**src/design/sleep_pkg.sv**
```systemverilog
package sleep_pkg;

  // Low-power mode encodings selected by the core before it sleeps.
  typedef enum logic [2:0] {
    MODE_IDLE,
    MODE_POWER_DOWN,
    MODE_POWER_SAVE,
    MODE_STANDBY,
    MODE_EXT_STANDBY
  } sleep_mode_t;

  // Controller states.
  typedef enum logic [1:0] {
    ST_ACTIVE,
    ST_DRAIN,
    ST_SLEEP,
    ST_WAKE
  } ctrl_state_t;

  // Number of peripheral clock branches and interrupt lines.
  localparam int unsigned PERIPH_COUNT = 8;
  localparam int unsigned IRQ_COUNT = 8;

  // Interrupt line positions of the three power-down wake sources.
  localparam int unsigned IRQ_TWI_ADDR = 0;
  localparam int unsigned IRQ_PORT_ASYNC = 1;
  localparam int unsigned IRQ_USB_RESUME = 2;

  // Wake source masks per mode; power-save and standby sets are free choices.
  localparam logic [7:0] WAKE_ALL = 8'hff;
  localparam logic [7:0] WAKE_POWER_DOWN = 8'h07;
  localparam logic [7:0] WAKE_POWER_SAVE = 8'h0f;
  localparam logic [7:0] WAKE_STANDBY = 8'h0f;
  localparam logic [7:0] WAKE_EXT_STANDBY = 8'h0f;

  // Whether the real-time counter clock keeps running in each deep mode.
  localparam logic RTC_RUN_POWER_SAVE = 1'b1;
  localparam logic RTC_RUN_STANDBY = 1'b0;
  localparam logic RTC_RUN_EXT_STANDBY = 1'b1;

  // Stall after wake-up, in cycles.
  localparam int unsigned WAKE_STALL_CYCLES = 4;
  localparam logic [2:0] WAKE_STALL_LAST = 3'h3;
  localparam logic [2:0] STALL_ZERO = 3'h0;
  localparam logic [2:0] STALL_ONE = 3'h1;

endpackage

```
**src/design/sleep_mode_controller.sv**
```systemverilog
`timescale 1ns/1ps
`default_nettype none

module sleep_mode_controller
(
  // Clock and synchronous reset.
  input wire logic clk,
  input wire logic rst,
  // Core side.
  input wire logic sleep_enable,
  input wire sleep_pkg::sleep_mode_t sleep_mode,
  input wire logic sleep_exec,
  output logic core_run,
  output logic wake_pulse,
  // Interrupt controller side.
  input wire logic [7:0] irq_pending,
  input wire logic [7:0] irq_enabled,
  output logic [7:0] wake_sources,
  output logic irq_dispatch_en,
  // Non-volatile memory.
  input wire logic nvm_busy,
  output logic nvm_clk_en,
  // Clock enables.
  input wire logic [7:0] periph_gate,
  output logic [7:0] periph_clk_en,
  output logic periph_bus_clk_en,
  output logic rtc_clk_en,
  output logic asleep
);

  sleep_pkg::ctrl_state_t state_q;
  sleep_pkg::ctrl_state_t state_d;
  sleep_pkg::sleep_mode_t mode_q;
  logic [2:0] stall_q;
  logic [7:0] wake_mask;
  logic wake_hit;
  logic sleep_next;
  logic deep_next;

  // Returns the wake source mask for a mode.
  function automatic logic [7:0] wake_mask_of(input sleep_pkg::sleep_mode_t m);
    unique case (m)
      sleep_pkg::MODE_IDLE: wake_mask_of = sleep_pkg::WAKE_ALL;
      sleep_pkg::MODE_POWER_DOWN: wake_mask_of = sleep_pkg::WAKE_POWER_DOWN;
      sleep_pkg::MODE_POWER_SAVE: wake_mask_of = sleep_pkg::WAKE_POWER_SAVE;
      sleep_pkg::MODE_STANDBY: wake_mask_of = sleep_pkg::WAKE_STANDBY;
      sleep_pkg::MODE_EXT_STANDBY: wake_mask_of = sleep_pkg::WAKE_EXT_STANDBY;
      default: wake_mask_of = sleep_pkg::WAKE_ALL;
    endcase
  endfunction

  // Accepts a sleep instruction only while the core runs and sleep is enabled.
  function automatic logic sleep_taken(input sleep_pkg::ctrl_state_t s, input logic exec,
                                       input logic enable);
    sleep_taken = (s == sleep_pkg::ST_ACTIVE) && exec && enable;
  endfunction

  // Last count of the wake stall; the core restarts on the following edge.
  function automatic logic stall_at_end(input logic [2:0] count);
    stall_at_end = (count == sleep_pkg::WAKE_STALL_LAST);
  endfunction

  // Real-time counter clock choice in the deep modes; power-down stops it too.
  function automatic logic rtc_run_of(input sleep_pkg::sleep_mode_t m);
    unique case (m)
      sleep_pkg::MODE_POWER_SAVE: rtc_run_of = sleep_pkg::RTC_RUN_POWER_SAVE;
      sleep_pkg::MODE_STANDBY: rtc_run_of = sleep_pkg::RTC_RUN_STANDBY;
      sleep_pkg::MODE_EXT_STANDBY: rtc_run_of = sleep_pkg::RTC_RUN_EXT_STANDBY;
      default: rtc_run_of = 1'b0;
    endcase
  endfunction

  // Wake decision uses the mode latched when sleep began.
  always_comb
  begin
    wake_mask = wake_mask_of(mode_q);
    wake_hit = |(irq_pending & irq_enabled & wake_mask);
  end

  // Next-state logic of the sleep sequence.
  always_comb
  begin
    state_d = state_q;
    unique case (state_q)
      sleep_pkg::ST_ACTIVE:
      begin
        if (sleep_taken(state_q, sleep_exec, sleep_enable))
        begin
          state_d = sleep_pkg::ST_DRAIN;
        end
      end
      sleep_pkg::ST_DRAIN:
      begin
        if (wake_hit)
        begin
          state_d = sleep_pkg::ST_WAKE;
        end
        else if (!nvm_busy)
        begin
          state_d = sleep_pkg::ST_SLEEP;
        end
      end
      sleep_pkg::ST_SLEEP:
      begin
        if (wake_hit)
        begin
          state_d = sleep_pkg::ST_WAKE;
        end
      end
      sleep_pkg::ST_WAKE:
      begin
        if (stall_at_end(stall_q))
        begin
          state_d = sleep_pkg::ST_ACTIVE;
        end
      end
    endcase
  end

  // State register; reset always returns to active from any state, so a reset
  // taken while asleep never resumes after the sleep instruction.
  always_ff @(posedge clk)
  begin
    if (rst)
    begin
      state_q <= sleep_pkg::ST_ACTIVE;
    end
    else
    begin
      state_q <= state_d;
    end
  end

  // Mode is captured on the sleep instruction only.
  always_ff @(posedge clk)
  begin
    if (rst)
    begin
      mode_q <= sleep_pkg::MODE_IDLE;
    end
    else if (sleep_taken(state_q, sleep_exec, sleep_enable))
    begin
      mode_q <= sleep_mode;
    end
  end

  // Stall counter runs through the wake state and rests at zero elsewhere, so
  // every wake starts its count afresh.
  always_ff @(posedge clk)
  begin
    if (rst)
    begin
      stall_q <= sleep_pkg::STALL_ZERO;
    end
    else if (state_q == sleep_pkg::ST_WAKE)
    begin
      stall_q <= stall_q + sleep_pkg::STALL_ONE;
    end
    else
    begin
      stall_q <= sleep_pkg::STALL_ZERO;
    end
  end

  // One-cycle pulse when the core leaves the stall.
  always_ff @(posedge clk)
  begin
    if (rst)
    begin
      wake_pulse <= 1'b0;
    end
    else
    begin
      wake_pulse <= (state_q == sleep_pkg::ST_WAKE) && stall_at_end(stall_q);
    end
  end

  // Next-state decodes shared by the clock-enable registers; the enables are
  // registered from the next state so that they switch together with the state.
  always_comb
  begin
    sleep_next = (state_d == sleep_pkg::ST_SLEEP);
    deep_next = sleep_next && (mode_q != sleep_pkg::MODE_IDLE);
  end

  // Core clock: stopped from the accepted instruction until the stall ends, and
  // nothing is reset on wake, so register file and memory keep their contents.
  always_ff @(posedge clk)
  begin
    if (rst)
    begin
      core_run <= 1'b1;
    end
    else
    begin
      core_run <= (state_d == sleep_pkg::ST_ACTIVE);
    end
  end

  // Flash clock: held while the controller drains a programming operation,
  // stopped only once the sleep state is reached.
  always_ff @(posedge clk)
  begin
    if (rst)
    begin
      nvm_clk_en <= 1'b1;
    end
    else
    begin
      nvm_clk_en <= !sleep_next;
    end
  end

  // Sleep status for the rest of the chip; high only in the sleep state.
  always_ff @(posedge clk)
  begin
    if (rst)
    begin
      asleep <= 1'b0;
    end
    else
    begin
      asleep <= sleep_next;
    end
  end

  // Peripheral bus clock: kept in idle so that interrupt handling, event routing
  // and memory transfers go on; stopped in the deep modes.
  always_ff @(posedge clk)
  begin
    if (rst)
    begin
      periph_bus_clk_en <= 1'b1;
    end
    else
    begin
      periph_bus_clk_en <= !deep_next;
    end
  end

  // Per-peripheral clocks: software gates apply in active and idle; a gated
  // peripheral simply gets no edges, so its state stays frozen.
  always_ff @(posedge clk)
  begin
    if (rst)
    begin
      periph_clk_en <= '1;
    end
    else if (deep_next)
    begin
      periph_clk_en <= '0;
    end
    else
    begin
      periph_clk_en <= ~periph_gate;
    end
  end

  // Real-time counter clock: runs in active and idle, chosen per mode when deep.
  always_ff @(posedge clk)
  begin
    if (rst)
    begin
      rtc_clk_en <= 1'b1;
    end
    else if (deep_next)
    begin
      rtc_clk_en <= rtc_run_of(mode_q);
    end
    else
    begin
      rtc_clk_en <= 1'b1;
    end
  end

  // Wake mask of the latched mode, as seen by the interrupt controller.
  always_comb
  begin
    wake_sources = wake_mask;
  end

  // Handlers may dispatch only after the stall ends; the interrupt controller
  // takes them in priority order, the wake source last if it ranks lowest.
  always_comb
  begin
    irq_dispatch_en = (state_q == sleep_pkg::ST_ACTIVE);
  end

endmodule

`default_nettype wire

```
**config.mk**
```make
export PLATFORM = sky130hd
export DESIGN_NAME = sleep_mode_controller
export DESIGN_NICKNAME = d
export VERILOG_FILES = /design/src/design/sleep_pkg.sv /design/src/design/sleep_mode_controller.sv
export SDC_FILE = /design/constraint.sdc
export NUM_CORES = 1
export LEC_CHECK = 0
export BUFFER_PORTS_ARGS = -buffer_cell sky130_fd_sc_hd__buf_4
export CORE_ASPECT_RATIO = 0.75
export CORE_UTILIZATION = 30
export DETAILED_ROUTE_END_ITERATION = 10
export PLACE_DENSITY = 0.61
export SETUP_SLACK_MARGIN = 0.02
export SYNTH_ARGS = -nofsm -noshare
export SYNTH_HDL_FRONTEND = slang
export SYNTH_SLANG_ARGS = --single-unit
```
**constraint.sdc**
```tcl
create_clock -name clk -period 1.5 [get_ports clk]
set_input_delay 0.3 -clock clk [delete_from_list [all_inputs] [get_ports clk]]
set_output_delay 0.3 -clock clk [all_outputs]
set_load 0.02 [all_outputs]
```
==> run_summary.xml <==
<?xml version="1.0" encoding="UTF-8"?>
<metrics>
  <group name="critical_path">
    <metric name="critical_path.startpoint_type" unit="">flip-flop</metric>
    <metric name="logic_depth_of_the_worst_register_to_register_path" unit="">6</metric>
    <metric name="cp_num_buf_inv" unit="">1</metric>
    <metric name="r2r_setup_slack" unit="ns">-0.01</metric>
    <metric name="library_cell_contributing_the_largest_single_delay_on_the_critical_path" unit="">sky130_fd_sc_hd__dfxtp_4</metric>
    <metric name="slowest_delay" unit="ns">0.37</metric>
    <metric name="end_kind" unit="">output pin</metric>
    <metric name="worst-path-stages" unit="">3</metric>
    <metric name="worstPathCellList" unit="">or3_4 &gt; nand2_4 &gt; buf_4</metric>
    <metric name="setup.worst_path.class" unit="">reg2out</metric>
    <metric name="crit_arrival" unit="ns">1.22</metric>
    <metric name="worst_path_max_fanout" unit="">6</metric>
    <metric name="worst_ep_required_time" unit="ns">1.20</metric>
    <metric name="worst_path_dominant_cell_family" unit="">simple AND/OR/NAND/NOR gates</metric>
  </group>
  <group name="floorplanning">
    <metric name="start_util" unit="">0.318</metric>
    <metric name="floorplan.die_area" unit="um^2">3390</metric>
    <metric name="rows" unit="">17</metric>
    <metric name="placeable_core_area" unit="um^2">2980</metric>
    <metric name="chipWidth" unit="um">66.9</metric>
    <metric name="die_h" unit="um">50.7</metric>
    <metric name="design.portCount" unit="">55</metric>
  </group>
  <group name="power">
    <metric name="leakage" unit="uW">0.000730</metric>
    <metric name="ir_drop" unit="uV">665</metric>
    <metric name="design_power_total" unit="uW">1500</metric>
    <metric name="power.density" unit="nW/um^2">922</metric>
  </group>
  <group name="grt">
    <metric name="track_usage" unit="">0.150</metric>
    <metric name="globalRouteOverflowTotal" unit="">0</metric>
    <metric name="grt_pass1_vias" unit="">805</metric>
    <metric name="grt_pass1_wl" unit="mm">3.68</metric>
    <metric name="grt_antenna_before_repair" unit="">0</metric>
    <metric name="grt_start_max_net_pins" unit="">16</metric>
  </group>
  <group name="cts">
    <metric name="cts_hold_repair.buffers" unit="">0</metric>
    <metric name="cts_tree" unit="">built</metric>
    <metric name="cts_buffers" unit="">3</metric>
    <metric name="clock_tree.buffer_depth" unit="">2</metric>
    <metric name="clk_latency" unit="ns">0.26</metric>
    <metric name="worst_setup_hold_path_clk_slew" unit="ns">0.08</metric>
    <metric name="h_tree_depth" unit="">1</metric>
    <metric name="clock_sink_count" unit="">22</metric>
    <metric name="clockRootBuffer" unit="">sky130_fd_sc_hd__clkbuf_8</metric>
  </group>
  <group name="yosys">
    <metric name="synth-seq-area-share" unit="">0.465</metric>
    <metric name="netlist-cell-type-count" unit="">33</metric>
    <metric name="yosys-top-cells-area" unit="">sky130_fd_sc_hd__dfxtp_1, sky130_fd_sc_hd__nor2b_1, sky130_fd_sc_hd__buf_4, sky130_fd_sc_hd__a21oi_1, sky130_fd_sc_hd__mux2i_1</metric>
    <metric name="netlist_instances" unit="">97</metric>
    <metric name="synth.largest_area_cell" unit="">sky130_fd_sc_hd__dfxtp_1</metric>
    <metric name="synth.top_cells.by_count" unit="">sky130_fd_sc_hd__dfxtp_1, sky130_fd_sc_hd__a21oi_1, sky130_fd_sc_hd__nor2_1, sky130_fd_sc_hd__nor2b_1</metric>
    <metric name="yosysTopAreaCellShare" unit="">0.465</metric>
    <metric name="synth_top_flop_cell" unit="">sky130_fd_sc_hd__dfxtp_1</metric>
    <metric name="ys_seq_elements" unit="">22</metric>
    <metric name="synthArstFlopShare" unit="">0</metric>
    <metric name="number_of_enable_type_register_cells_in_the_synthesized_netlist" unit="">0</metric>
    <metric name="synthesized_cell_area" unit="um^2">947</metric>
    <metric name="synth_most_common_cell" unit="">sky130_fd_sc_hd__dfxtp_1</metric>
    <metric name="syn_area_per_cell" unit="um^2">9.76</metric>
    <metric name="synth.yosys.warnings" unit="">0</metric>
  </group>
  <group name="finish">
    <metric name="fraction_of_layout_cells_with_a_size_suffix_above_1" unit="">0.615</metric>
    <metric name="layoutNonFillerInstCount" unit="">199</metric>
    <metric name="layout.nets" unit="">196</metric>
    <metric name="finish.utilization" unit="">0.545</metric>
    <metric name="n_fill_cell" unit="">285</metric>
    <metric name="area_growth" unit="%">71.3</metric>
    <metric name="antenna_diode_count" unit="">0</metric>
  </group>
  <group name="drt">
    <metric name="vias_per_cell" unit="">4.52</metric>
    <metric name="detailedRoute.firstPassIterationCount" unit="">4</metric>
    <metric name="drtAntennaViolNets" unit="">0</metric>
    <metric name="postRouteWirelength" unit="mm">2.38</metric>
    <metric name="drcViolationCount" unit="">0</metric>
    <metric name="first_iter_violations" unit="">11</metric>
    <metric name="routedWlPerCell" unit="um">12.0</metric>
    <metric name="detailroute.via_count" unit="">900</metric>
  </group>
  <group name="sta">
    <metric name="timing.final.ws_setup" unit="ns">-0.0234</metric>
    <metric name="grt_setup_unrepaired" unit="">yes</metric>
    <metric name="timing.final.max_slew_violations" unit="">0</metric>
    <metric name="fin_setup_tns" unit="ns">-0.115</metric>
    <metric name="setup_viol" unit="">7</metric>
    <metric name="finalHoldWorstSlack" unit="ns">0.275</metric>
    <metric name="max-slew-margin-rel" unit="">0.668</metric>
    <metric name="max_freq" unit="MHz">656</metric>
    <metric name="timing.final.crit_share" unit="">1.02</metric>
    <metric name="final.min_clock_period" unit="ns">1.52</metric>
    <metric name="worst_slew_pin_slew" unit="ns">0.495</metric>
    <metric name="finalHoldViolCount" unit="">0</metric>
    <metric name="skew" unit="ns">0.00367</metric>
  </group>
  <group name="run_status">
    <metric name="status" unit="">finished with violations</metric>
    <metric name="violations" unit="">negative setup slack</metric>
  </group>
  <group name="place">
    <metric name="place.gp.congestion" unit="">0.739</metric>
    <metric name="placedCellCount" unit="">190</metric>
    <metric name="dp.final_hpwl" unit="mm">1.76</metric>
    <metric name="port_buffers" unit="">51</metric>
  </group>
  <group name="worst_hold_path">
    <metric name="whs_path_depth" unit="">3</metric>
    <metric name="hold_path_class" unit="">in2reg</metric>
  </group>
  <group name="job">
    <metric name="max_cap_violations" unit="">0</metric>
  </group>
</metrics>
## routing by layer
metal,vias up,global-route usage,share of wire
li1,455,-,-
met1,416,0.177,0.42
met2,29,0.247,0.50
met3,0,0.0682,0.081
met4,0,0.0319,0
met5,-,0,0
## logic make-up (layout without fill, tap and decap cells)
logic type      after synthesis  after routing  synth area share
compound gates               22             23             0.159
buf+inv                      11             72            0.0832
simple gates                 36             36             0.231
other cells                   1              3           0.00396
flops                        22             22             0.465
fa+ha+maj                     2              2            0.0264
mux                           3              3            0.0317
## metrics by stage
step	instance area, um^2	setup WS [ns]
floorplan	955	0.0322
global placement	1400	-0.0339
detailed placement	1400	-0.0999
CTS	1580	-0.0353
global route	1620	-0.0798
finish	1620	-0.0234
## worst register-to-register path, delay by kind of cell, from the launching register on
family	cells	cell delay (ns)
buffers and inverters	2	0.27
AO/OA/AOI/OAI	3	0.41
flip-flops	1	0.37
AND/OR/NAND/NOR	1	0.35
## registers in the layout, indices dropped and copies added, names as in the netlist
name,cells
nvm_clk_en,1
asleep,1
state_q,2
stall_q,3
periph_bus_clk_en,1
wake_pulse,1
periph_clk_en,8
rtc_clk_en,1
mode_q,3
core_run,1
## where the power goes
group / internal, uW / switching (uW)
Combinational: 228 / 210
Sequential: 618 / 20.5
Clock: 234 / 186
Total: 1080 / 416
## worst paths after layout
check                              startpoint              end
worst max-delay path                mode_q[1]  wake_sources[5]
worst min-delay path            sleep_mode[0]        mode_q[0]
worst max register to register      mode_q[1]       rtc_clk_en
worst min register to register     stall_q[0]       stall_q[0]
## cell usage in the layout, fill, tap and decap left out, types with 4 or more instances in the layout
| master | Yosys | final |
|---|---|---|
| sky130_fd_sc_hd__dfxtp_1 | 22 | 17 |
| sky130_fd_sc_hd__buf_4 | 6 | 60 |
| sky130_fd_sc_hd__buf_6 | 2 | 5 |
| sky130_fd_sc_hd__clkbuf_8 | 0 | 4 |
| sky130_fd_sc_hd__nor2_1 | 8 | 7 |
| sky130_fd_sc_hd__a21oi_2 | 0 | 4 |
| sky130_fd_sc_hd__dfxtp_2 | 0 | 4 |
| sky130_fd_sc_hd__a21oi_1 | 8 | 4 |
| sky130_fd_sc_hd__nand2_1 | 6 | 5 |
| sky130_fd_sc_hd__nor2b_1 | 8 | 8 |
## layout make-up
cell class | instances | area (um^2) | area share
multi-input cells | 67 | 537 | 0.331
repair buffers | 66 | 527 | 0.325
flip-flops and latches | 22 | 449 | 0.277
clock buffers | 4 | 55.1 | 0.0339
well taps | 38 | 47.5 | 0.0293
inverters | 2 | 7.51 | 0.00463
## repair_timing
| action | in CTS | in global routing |
|---|---|---|
| gates cloned | 1 | 0 |
| endpoints found under the setup margin | 17 | 18 |
| pin swaps | 9 | 7 |
| gates resized for setup | 27 | 7 |
| buffers inserted | 4 | 2 |
Note: power is estimated with default switching activity, not from simulation.
